[config.mk]
export PLATFORM = sky130hd
export DESIGN_NAME = mbsp_top
export DESIGN_NICKNAME = d
export VERILOG_FILES = /design/src/verilog/mbsp_pkg.sv /design/src/verilog/mbsp_pwm_if.sv /design/src/verilog/mbsp_pwm.sv /design/src/verilog/mbsp_top.sv
export SDC_FILE = /design/constraint.sdc
export NUM_CORES = 2
export LEC_CHECK = 0
export ABC_AREA = 1
export BUFFER_PORTS_ARGS = -buffer_cell sky130_fd_sc_hd__buf_2
export CAP_MARGIN = 5
export CORE_UTILIZATION = 35
export DETAILED_ROUTE_END_ITERATION = 10
export GPL_ROUTABILITY_DRIVEN = 0
export PLACE_DENSITY = 0.45
export SLEW_MARGIN = 25
export SYNTH_ARGS = -nofsm -noshare
export SYNTH_HDL_FRONTEND = slang
export SYNTH_HIERARCHICAL = 1
export SYNTH_SLANG_ARGS = --single-unit
[constraint.sdc]
create_clock -name pclk -period 109 [get_ports pclk]
set_input_delay 10.9 -clock pclk [delete_from_list [all_inputs] [get_ports pclk]]
set_output_delay 10.9 -clock pclk [all_outputs]
set_load 0.005 [all_outputs]
[src/verilog/mbsp_pkg.sv]
package mbsp_pkg;

  localparam int unsigned CLK_HZ = 40_000_000;
  localparam int unsigned MS_PER_S = 1000;
  localparam int unsigned PCT_FULL = 100;

  localparam logic [11:0] OFF_SUBMODE = 12'h000;
  localparam logic [11:0] OFF_DOUT = 12'h004;
  localparam logic [11:0] OFF_T_STOP = 12'h008;
  localparam logic [11:0] OFF_T_ENGAGE = 12'h00c;
  localparam logic [11:0] OFF_T_RELEASE = 12'h010;
  localparam logic [11:0] OFF_T_SETTLE = 12'h014;
  localparam logic [11:0] OFF_PWM_FREQ = 12'h018;
  localparam logic [11:0] OFF_PWM_DUTY = 12'h01c;
  localparam logic [11:0] OFF_STATUS = 12'h020;

  localparam int unsigned AUTO_BIT = 2;
  localparam int unsigned BRAKE_BIT = 0;
  localparam int unsigned ST_STATE_LSB = 0;
  localparam int unsigned ST_BRAKE_BIT = 4;
  localparam int unsigned ST_CURRENT_BIT = 5;
  localparam int unsigned ST_MOTION_BIT = 6;

  localparam logic [15:0] FREQ_MIN = 16'h0001;
  localparam logic [15:0] FREQ_MAX = 16'h07d0;
  localparam logic [7:0] DUTY_MIN = 8'h01;
  localparam logic [7:0] DUTY_MAX = 8'h64;

  localparam logic [31:0] SUBMODE_RST = 32'h0000_0004;
  localparam logic [31:0] DOUT_RST = 32'h0000_0000;
  localparam logic [15:0] DELAY_RST = 16'h0064;
  localparam logic [15:0] FREQ_RST = 16'h03e8;
  localparam logic [7:0] DUTY_RST = 8'h64;

  typedef enum logic [2:0] {
    ST_OFF = 3'b000,
    ST_RELEASE = 3'b001,
    ST_SETTLE = 3'b011,
    ST_RUN = 3'b010,
    ST_STOP = 3'b110,
    ST_HOLD = 3'b111,
    ST_ENGAGE = 3'b101
  } mbsp_state_t;

endpackage

[src/verilog/mbsp_pwm_if.sv]
`timescale 1ns/10ps
interface mbsp_pwm_if;
  logic en;
  logic [15:0] freq;
  logic [7:0] duty;
  logic wave;
  modport ctrl (output en, output freq, output duty, input wave);
  modport gen (input en, input freq, input duty, output wave);
endinterface

[src/verilog/mbsp_pwm.sv]
`timescale 1ns/10ps
module mbsp_pwm (
  input wire logic pclk,
  input wire logic presetn,
  mbsp_pwm_if.gen pwm
);

  logic [25:0] cnt;
  logic [25:0] per;
  logic [25:0] high;
  logic wave;
  logic [25:0] next_cnt;
  logic [25:0] next_per;
  logic [25:0] next_high;
  logic next_wave;
  logic [25:0] calc_per;
  logic [25:0] calc_high;
  logic [32:0] prod;

  // Frequency and duty are validated at write time, so freq is never zero
  always_comb
  begin
    calc_per = 26'(mbsp_pkg::CLK_HZ / 32'(pwm.freq));
    prod = 33'(calc_per) * 33'(pwm.duty);
    calc_high = 26'(prod / 33'(mbsp_pkg::PCT_FULL));
  end

  always_comb
  begin
    next_cnt = cnt;
    next_per = per;
    next_high = high;
    next_wave = 1'b0;
    if (!pwm.en)
    begin
      // Parked on the last count so the first enabled cycle opens a period
      next_cnt = calc_per - 26'd1;
      next_per = calc_per;
      next_high = calc_high;
      next_wave = 1'b0;
    end
    else if (cnt >= per - 26'd1)
    begin
      // New settings take effect only at a period boundary to avoid runt pulses
      next_cnt = '0;
      next_per = calc_per;
      next_high = calc_high;
      next_wave = (calc_high != '0);
    end
    else
    begin
      next_cnt = cnt + 26'd1;
      next_wave = ((cnt + 26'd1) < high);
    end
  end

  always_ff @(posedge pclk or negedge presetn)
  begin
    if (!presetn)
    begin
      cnt <= '0;
      per <= 26'd1;
      high <= '0;
      wave <= 1'b0;
    end
    else
    begin
      cnt <= next_cnt;
      per <= next_per;
      high <= next_high;
      wave <= next_wave;
    end
  end

  assign pwm.wave = wave;

endmodule

[src/verilog/mbsp_top.sv]
// The APB slave port and the register offsets were decided locally.
`timescale 1ns/10ps
// Notes on behaviour
// - In automatic mode brake stays closed except around Operation enabled.
// - Submode bit 2 set selects automatic brake control.
// - Submode bit 2 clear: brake follows digital output word bit 0.
// - Enable: current on, wait release delay, release brake, wait settle, run.
// - Disable: stop motor, wait delay, engage brake, wait delay, current off.
// - Energised brake output is a PWM waveform; it is a steady level only at duty 100.
// - PWM frequency in hertz; settings above 2000 are rejected.
// - PWM duty is a whole percentage from 1 to 100.
// - Duty 100 holds the brake output permanently on.
module mbsp_top #(
  parameter int unsigned MS_CYCLES = mbsp_pkg::CLK_HZ / mbsp_pkg::MS_PER_S
) (
  input wire logic pclk,
  input wire logic presetn,
  input wire logic psel,
  input wire logic penable,
  input wire logic pwrite,
  input wire logic [11:0] paddr,
  input wire logic [31:0] pwdata,
  output logic [31:0] prdata,
  output logic pready,
  output logic pslverr,
  input wire logic op_enable_req,
  input wire logic motor_standstill,
  output logic motor_current_on,
  output logic motor_stop_req,
  output logic motion_enable,
  output logic brake_out
);

  localparam logic [15:0] MS_LAST = 16'(MS_CYCLES - 1);

  logic [31:0] drive_submode_select;
  logic [31:0] digital_output_word;
  logic [15:0] t_stop;
  logic [15:0] t_engage;
  logic [15:0] t_release;
  logic [15:0] t_settle;
  logic [15:0] pwm_freq;
  logic [7:0] pwm_duty;
  logic [31:0] next_submode;
  logic [31:0] next_dout;
  logic [15:0] next_t_stop;
  logic [15:0] next_t_engage;
  logic [15:0] next_t_release;
  logic [15:0] next_t_settle;
  logic [15:0] next_pwm_freq;
  logic [7:0] next_pwm_duty;

  logic access;
  logic wr;
  logic mapped;
  logic bad_value;

  mbsp_pkg::mbsp_state_t state;
  mbsp_pkg::mbsp_state_t next_state;
  logic next_current_on;
  logic next_stop_req;
  logic next_motion_enable;
  logic load;
  logic [15:0] load_val;

  logic [15:0] ms_pre;
  logic [15:0] dly;
  logic [15:0] next_ms_pre;
  logic [15:0] next_dly;
  logic ms_tick;
  logic expired;

  logic auto_mode;
  logic seq_release;
  logic brake_release;

  mbsp_pwm_if pwm_bus ();

  // Register bus: zero wait states, errors for unmapped or out-of-range writes
  assign access = psel && penable;
  assign wr = access && pwrite;
  assign pready = access;

  always_comb
  begin
    mapped = 1'b1;
    bad_value = 1'b0;
    case (paddr)
      mbsp_pkg::OFF_SUBMODE, mbsp_pkg::OFF_DOUT, mbsp_pkg::OFF_T_STOP,
      mbsp_pkg::OFF_T_ENGAGE, mbsp_pkg::OFF_T_RELEASE, mbsp_pkg::OFF_T_SETTLE,
      mbsp_pkg::OFF_STATUS:
        mapped = 1'b1;
      mbsp_pkg::OFF_PWM_FREQ:
        bad_value = pwrite && (pwdata > 32'(mbsp_pkg::FREQ_MAX) ||
                    pwdata < 32'(mbsp_pkg::FREQ_MIN));
      mbsp_pkg::OFF_PWM_DUTY:
        bad_value = pwrite && (pwdata > 32'(mbsp_pkg::DUTY_MAX) ||
                    pwdata < 32'(mbsp_pkg::DUTY_MIN));
      default:
        mapped = 1'b0;
    endcase
  end

  assign pslverr = access && (!mapped || bad_value);

  always_comb
  begin
    prdata = '0;
    if (access && !pwrite)
    begin
      case (paddr)
        mbsp_pkg::OFF_SUBMODE: prdata = drive_submode_select;
        mbsp_pkg::OFF_DOUT: prdata = digital_output_word;
        mbsp_pkg::OFF_T_STOP: prdata = {16'h0000, t_stop};
        mbsp_pkg::OFF_T_ENGAGE: prdata = {16'h0000, t_engage};
        mbsp_pkg::OFF_T_RELEASE: prdata = {16'h0000, t_release};
        mbsp_pkg::OFF_T_SETTLE: prdata = {16'h0000, t_settle};
        mbsp_pkg::OFF_PWM_FREQ: prdata = {16'h0000, pwm_freq};
        mbsp_pkg::OFF_PWM_DUTY: prdata = {24'h00_0000, pwm_duty};
        mbsp_pkg::OFF_STATUS:
        begin
          prdata[mbsp_pkg::ST_STATE_LSB +: 3] = state;
          prdata[mbsp_pkg::ST_BRAKE_BIT] = brake_release;
          prdata[mbsp_pkg::ST_CURRENT_BIT] = motor_current_on;
          prdata[mbsp_pkg::ST_MOTION_BIT] = motion_enable;
        end
        default: prdata = '0;
      endcase
    end
  end

  always_comb
  begin
    next_submode = drive_submode_select;
    next_dout = digital_output_word;
    next_t_stop = t_stop;
    next_t_engage = t_engage;
    next_t_release = t_release;
    next_t_settle = t_settle;
    next_pwm_freq = pwm_freq;
    next_pwm_duty = pwm_duty;
    if (wr && !bad_value)
    begin
      case (paddr)
        mbsp_pkg::OFF_SUBMODE: next_submode = pwdata;
        mbsp_pkg::OFF_DOUT: next_dout = pwdata;
        mbsp_pkg::OFF_T_STOP: next_t_stop = pwdata[15:0];
        mbsp_pkg::OFF_T_ENGAGE: next_t_engage = pwdata[15:0];
        mbsp_pkg::OFF_T_RELEASE: next_t_release = pwdata[15:0];
        mbsp_pkg::OFF_T_SETTLE: next_t_settle = pwdata[15:0];
        mbsp_pkg::OFF_PWM_FREQ: next_pwm_freq = pwdata[15:0];
        mbsp_pkg::OFF_PWM_DUTY: next_pwm_duty = pwdata[7:0];
        default: next_submode = drive_submode_select;
      endcase
    end
  end

  always_ff @(posedge pclk or negedge presetn)
  begin
    if (!presetn)
    begin
      drive_submode_select <= mbsp_pkg::SUBMODE_RST;
      digital_output_word <= mbsp_pkg::DOUT_RST;
      t_stop <= mbsp_pkg::DELAY_RST;
      t_engage <= mbsp_pkg::DELAY_RST;
      t_release <= mbsp_pkg::DELAY_RST;
      t_settle <= mbsp_pkg::DELAY_RST;
      pwm_freq <= mbsp_pkg::FREQ_RST;
      pwm_duty <= mbsp_pkg::DUTY_RST;
    end
    else
    begin
      drive_submode_select <= next_submode;
      digital_output_word <= next_dout;
      t_stop <= next_t_stop;
      t_engage <= next_t_engage;
      t_release <= next_t_release;
      t_settle <= next_t_settle;
      pwm_freq <= next_pwm_freq;
      pwm_duty <= next_pwm_duty;
    end
  end

  // Millisecond delay timer; the prescaler restarts on load so a delay is never short
  assign ms_tick = (ms_pre == MS_LAST);
  assign expired = (dly == 16'h0000);

  always_comb
  begin
    next_ms_pre = ms_tick ? 16'h0000 : ms_pre + 16'h0001;
    next_dly = dly;
    if (load)
    begin
      next_ms_pre = 16'h0000;
      next_dly = load_val;
    end
    else if (ms_tick && !expired)
    begin
      next_dly = dly - 16'h0001;
    end
  end

  always_ff @(posedge pclk or negedge presetn)
  begin
    if (!presetn)
    begin
      ms_pre <= '0;
      dly <= '0;
    end
    else
    begin
      ms_pre <= next_ms_pre;
      dly <= next_dly;
    end
  end

  // Power sequencer
  always_comb
  begin
    next_state = state;
    load = 1'b0;
    load_val = 16'h0000;
    case (state)
      mbsp_pkg::ST_OFF:
        if (op_enable_req)
        begin
          next_state = mbsp_pkg::ST_RELEASE;
          load = 1'b1;
          load_val = t_release;
        end
      mbsp_pkg::ST_RELEASE:
        // Brake never opened yet, so an abort can drop current at once
        if (!op_enable_req)
          next_state = mbsp_pkg::ST_OFF;
        else if (expired)
        begin
          next_state = mbsp_pkg::ST_SETTLE;
          load = 1'b1;
          load_val = t_settle;
        end
      mbsp_pkg::ST_SETTLE:
        if (!op_enable_req)
          next_state = mbsp_pkg::ST_STOP;
        else if (expired)
          next_state = mbsp_pkg::ST_RUN;
      mbsp_pkg::ST_RUN:
        if (!op_enable_req)
          next_state = mbsp_pkg::ST_STOP;
      mbsp_pkg::ST_STOP:
        if (motor_standstill)
        begin
          next_state = mbsp_pkg::ST_HOLD;
          load = 1'b1;
          load_val = t_stop;
        end
      mbsp_pkg::ST_HOLD:
        if (expired)
        begin
          next_state = mbsp_pkg::ST_ENGAGE;
          load = 1'b1;
          load_val = t_engage;
        end
      mbsp_pkg::ST_ENGAGE:
        if (expired)
          next_state = mbsp_pkg::ST_OFF;
      default:
        next_state = mbsp_pkg::ST_OFF;
    endcase
    next_current_on = (next_state != mbsp_pkg::ST_OFF);
    next_stop_req = (next_state == mbsp_pkg::ST_STOP);
    next_motion_enable = (next_state == mbsp_pkg::ST_RUN);
  end

  always_ff @(posedge pclk or negedge presetn)
  begin
    if (!presetn)
    begin
      state <= mbsp_pkg::ST_OFF;
      motor_current_on <= 1'b0;
      motor_stop_req <= 1'b0;
      motion_enable <= 1'b0;
    end
    else
    begin
      state <= next_state;
      motor_current_on <= next_current_on;
      motor_stop_req <= next_stop_req;
      motion_enable <= next_motion_enable;
    end
  end

  // Brake selection and PWM drive
  assign auto_mode = drive_submode_select[mbsp_pkg::AUTO_BIT];
  assign seq_release = (state == mbsp_pkg::ST_SETTLE) || (state == mbsp_pkg::ST_RUN) ||
                       (state == mbsp_pkg::ST_STOP) || (state == mbsp_pkg::ST_HOLD);
  assign brake_release = auto_mode ? seq_release :
                         digital_output_word[mbsp_pkg::BRAKE_BIT];

  assign pwm_bus.en = brake_release;
  assign pwm_bus.freq = pwm_freq;
  assign pwm_bus.duty = pwm_duty;
  assign brake_out = pwm_bus.wave;

  mbsp_pwm u_pwm (
    .pclk(pclk),
    .presetn(presetn),
    .pwm(pwm_bus.gen)
  );

endmodule

* After elaboration in Yosys (flattened, before gate mapping)
Cells that the tools add are included.
** Word-level totals
- Register bits after elaboration :: 269
- Bits of input ports :: 51
- Output and inout bits :: 38
- Word-level logic and storage cells :: 123
** Operators by class
- $add $sub $neg :: 5
- $mul :: 1
- Div/mod/pow operators :: 2
- $lt $le $gt $ge :: 5
- Equality and inequality tests :: 18
- Multiplexer cells :: 41
- Reduce and logical (&&, ||, !) cells :: 33
** Operators with widths (count)
- $pmux W25 S8 :: 1
- $mux W26 :: 6
- $mux W16 :: 9
- $pmux W16 S4 :: 1
- $pmux W3 S9 :: 2
- $sub A26 B1 Y26 const B :: 2
- $eq A12 B5 Y1 const B :: 4
- $div A33 B7 Y33 const B :: 1
- $mul A26 B8 Y33 :: 1
- $div A26 B16 Y32 const A :: 1
- $gt A32 B11 Y1 const B :: 1
- $gt A32 B7 Y1 const B :: 1
- $lt A32 B1 Y1 const B :: 1
- $mux W32 :: 1
- $mux W3 :: 9
- $add A26 B1 Y26 const B :: 1
- $ge A26 B26 Y1 :: 1
- $lt A26 B26 Y1 :: 1
- $reduce_bool A26 Y1 :: 1
- $eq A12 B4 Y1 const B :: 2
- $pmux W3 S7 :: 1
- $add A16 B1 Y16 const B :: 1
- $eq A16 B16 Y1 const B :: 1
- $logic_not A16 Y1 :: 1
- other kinds (20) :: 54

* Logic depth before layout (Yosys ltp)
- Word-level depth :: 7
- Gate-level depth with buffers :: 733
- Gate-level depth less buffers :: 686

* By module
The synthesis kept the hierarchy.
** By module, submodules not included
- mbsp_pwm :: times used 1, cells an instance 6257, area an instance 37970.2 µm², sequential area each 1978.1 µm²
- mbsp_top :: times used 1, cells an instance 1501, area an instance 10810.4 µm², sequential area each 4782.1 µm²

* Least setup slack after synthesis
OpenSTA, ideal clock, no wires.
- Kind :: register to register
- Start point :: register pwm_freq[0], in the netlist pwm_bus.freq[0]
- End point :: register u_pwm.wave, in the netlist u_pwm/pwm.wave
- Data arrival time :: 87844 ps
- Path slack :: 21043 ps
- Cell stages (with the launch flop) :: 677
- Buffers on the path :: 64
- Cell sequence :: dfrtp_1 buf_6 inv_2 clkbuf_1 clkbuf_1 clkbuf_1 buf_1 buf_1 ha_1 inv_2 nor3_1 nand2_1 nor2_1 ha_1 nand2_1 inv_2 o21ai_1 nor2_1 [641 not listed] nand2_2 nand2_2 nand2_1 nand4_1 nand2_2 nand2_2 nand2_1 nand2_2 nor2_1 nand2_2 nand2_2 nand2_1 nand2_1 nor2_1 nand2_1 nand3_1 nand2_1 inv_1
** On the way
- Cells in the longest elaborated chain, start to end :: 6
** RTL lines
- start: declaration :: RTL line mbsp_top.sv:42 : logic [15:0] pwm_freq;
- start signal: assignment :: RTL line mbsp_top.sv:168 : pwm_freq <= mbsp_pkg::FREQ_RST;
- start signal: assignment :: RTL line mbsp_top.sv:179 : pwm_freq <= next_pwm_freq;
- $div A26 B16 Y32 :: RTL line mbsp_pwm.sv:23 : calc_per = 26'(mbsp_pkg::CLK_HZ / 32'(pwm.freq));
- $mul A26 B8 Y33 :: RTL line mbsp_pwm.sv:24 : prod = 33'(calc_per) * 33'(pwm.duty);
- $div A33 B7 Y33 :: RTL line mbsp_pwm.sv:25 : calc_high = 26'(prod / 33'(mbsp_pkg::PCT_FULL));
- $reduce_bool A26 Y1 :: RTL line mbsp_pwm.sv:48 : next_wave = (calc_high != '0);
- $mux W1 :: RTL line mbsp_pwm.sv:42 : else if (cnt >= per - 26'd1)
- $mux W1 :: RTL line mbsp_pwm.sv:34 : if (!pwm.en)
- named net u_pwm.next_wave :: RTL line mbsp_pwm.sv:15 : logic next_wave;
- end signal: assignment :: RTL line mbsp_pwm.sv:71 : wave <= next_wave;
- end: declaration :: RTL line mbsp_pwm.sv:11 : logic wave;
The timed path passes the listed nets, and every way through them passes these cells.
A chain may end at the register's enable or synchronous reset.

* Worst setup path after layout
Same ends and word-level chain as after synthesis.

==> results.ini <==
[global_routing]
overflow = 0
grt_pass1_vias = 47700
grt_pass1_wl_mm = 273
number_of_antenna_violations_at_the_first_check_in_global_routing = 4
grt_start_max_net_pins = 89
gr-usage-all-layers = 0.244

[yosys]
synthArstFlopShare = 1.00
synth_seq_area_share = 0.139
synth_top_flop_cell = sky130_fd_sc_hd__dfrtp_1
synth_top_cell_by_area = sky130_fd_sc_hd__nand2_1
syn_avg_cell_area_um2 = 6.29
yosys-top-cells-count = sky130_fd_sc_hd__nand2_1, sky130_fd_sc_hd__inv_1, sky130_fd_sc_hd__nor2_1, sky130_fd_sc_hd__ha_1, sky130_fd_sc_hd__o21ai_0
netlist_area_mm2 = 0.0488
mappedNetlistNets = 8421
synthesis.instances = 7758
synth_edf_count = 0
synth_largest_type_area_fraction = 0.169
cell_with_the_most_instances_after_synthesis = sky130_fd_sc_hd__nand2_1
synth_seq_cells = 269
synth_area_leaders = sky130_fd_sc_hd__nand2_1, sky130_fd_sc_hd__dfrtp_1, sky130_fd_sc_hd__ha_1
ys_types = 84
ys.warnings.count = 6

[timing]
period_share = 0.892
hold_viol = 0
worst_margin_pin_slew_ns = 1.07
final.setup.worst_slack_ns = 11.72
slew_viols_final = 0
clock.fmax_mhz = 10.3
period_needed_ns = 97.28
skew_ns = 0.0425
report.final.setup_viol = 0
worst_slew_margin_rel = 0.280
hold_ws_ns = 0.461

[die]
floorplan.io_pins = 89
num_rows = 136
floorplan.initialDensity = 0.354
die_h_um = 375
fp.dieArea_mm2 = 0.141
core_area_mm2 = 0.138
die_width_um = 375

[placed_design]
post-dp-hpwl_mm = 135
port_buffers = 88
post_dp_cell_area_mm2 = 0.0507
post-place-ws_ns = 7.59
placedCellCount = 9456

[clocking]
max-clock-path-buffers = 3
cts.sinks = 269
worstSkewPairLatency_ns = 0.63
cts.clk_slew.worst_paths_ns = 0.06
tritoncts = done
number_of_buffers_inserted_during_clock_tree_synthesis = 40
h-tree-depth = 2
cts-root-buf = sky130_fd_sc_hd__clkbuf_16

[setup_path]
critical-path-slowest-cell = sky130_fd_sc_hd__fa_1
worstPathRequired_ns = 109.50
critPathKind = reg2reg
worst_setup_path_end_kind = register
timing.critical_path.from_type = register
critical-path-max-stage-delay_ns = 0.57
worst-endpoint-arrival_ns = 97.78
path_max_fanout = 53
timing.critical_path.mode_cell = sky130_fd_sc_hd__nand2_1

[finish]
final_cell_area_mm2 = 0.0523
final_layout_size_suffix_gt1_frac = 0.0856
num-nets-final = 8385
antenna_cells_inserted = 0
count_of_placed_standard_cells_in_the_final_layout_fillers_left_out = 9547
filler_cell_count = 15200
area_growth_pct = 7.12

[routing]
avgViaCountPerCell = 5.15
via_count = 49200
drc_errors = 0
drt.antenna.violating_nets = 0
detail_route.wirelength_mm = 175
detailedRoute.firstIterationViolations = 2821
first_pass_iters = 6
routed_length_per_placed_instance_um = 18.3

[outcome]
status = finished clean

[hold_path]
hold_class = reg2reg

[job]
maxCapViolations = 0

## path summary, 6_finish.rpt
check	startpoint	slack [ns]	to	cells after the start
setup / recovery	pwm_bus.freq[0]$_DFFE_PN0P_	11.72	u_pwm/pwm.wave$_DFF_PN0_	634
hold / removal	ms_pre[0]$_DFF_PN0_	0.46	ms_pre[0]$_DFF_PN0_	1
setup reg to reg	pwm_bus.freq[0]$_DFFE_PN0P_	11.72	u_pwm/pwm.wave$_DFF_PN0_	634
hold reg to reg	ms_pre[0]$_DFF_PN0_	0.46	ms_pre[0]$_DFF_PN0_	1
max in group asynchronous	presetn	96.67	u_pwm/high[24]$_DFFE_PN0P_	3
min in group asynchronous	presetn	10.25	drive_submode_select[16]$_DFFE_PN0P_	1
## worst max-delay path, delay by kind of cell, from the launching register on
kind / cells / cell delay [ns]
fa+ha+maj: 36 / 12.44
flops: 1 / 0.48
xor+xnor: 2 / 0.55
simple gates: 304 / 36.25
buf+inv: 83 / 11.93
compound gates: 209 / 35.04
## area by class of cell
type / instances / area (µm²) / area share
flip-flops and latches: 269 / 6760 / 0.129
multi-input cells: 6165 / 36800 / 0.704
repair buffers: 150 / 943 / 0.0181
clock buffers: 61 / 1190 / 0.0228
inverters: 1092 / 4140 / 0.0793
repair inverters: 4 / 22.5 / 0.000431
well taps: 1794 / 2240 / 0.0430
clock inverters: 12 / 148 / 0.00283
## registers in the layout, summed over array words and instances, names as in the netlist, 3 cells and up
register and cells:
state 3, u_pwm/cnt 26, pwm_bus.duty 8, dly 16
u_pwm/per 26, pwm_bus.freq 16, t_engage 16, t_release 16
u_pwm/high 26, drive_submode_select 32, t_stop 16, t_settle 16
digital_output_word 32, ms_pre 16
## placed cells by master (no fill, tap or decap), drive strengths merged, types with 6 or more instances in the layout
cell type / count
dfstp: 23
nor2: 669
ha: 469
nor4: 15
o21ai: 550
a21oi: 443
o221ai: 7
xor2: 270
a31oi: 12
nand4: 282
o31ai: 11
inv: 1078
nand2: 2347
o211ai: 20
and2: 8
fa: 143
a22oi: 7
o21bai: 108
a211oi: 7
o22ai: 6
a21o: 27
a31o: 6
nand3b: 20
o21a: 13
nor3: 71
clkinvlp: 14
clkbuf: 61
buf: 150
nand3: 440
clkinv: 15
dfrtp: 246
xnor2: 154
or2: 26
## metal layers
layer  GRT usage  share of wire  wire length [µm]
met2       0.410           0.46             80300
met4      0.0821          0.037              6490
met3      0.0288          0.038              6710
met1       0.323           0.47             81700
met5           0        0.00015                27
## through the flow
step	utilization	TNS (ns)
floorplan	-	0
global placement	0.368	0
detailed placement	0.368	0
CTS	0.377	0
global route	0.379	-0.0866
finish	0.379	0
## kinds of logic after synthesis
kind of cell	Yosys count	synth area share
buf+inv	1328	0.109
mux	1	0.000205
flops	269	0.139
compound gates	1237	0.143
fa+ha+maj	612	0.179
simple gates	3887	0.353
xor+xnor	424	0.0764
## timing repair
action	in CTS	in global routing
setup buffers	0	9
endpoints found under the setup margin	0	11
hold endpoints to repair	0	0
gates resized for setup	0	20
hold buffers	0	0
Power is left out: the tool's default activity adds up to more than one toggle a clock period on the data nets, which glitch-free logic cannot reach.
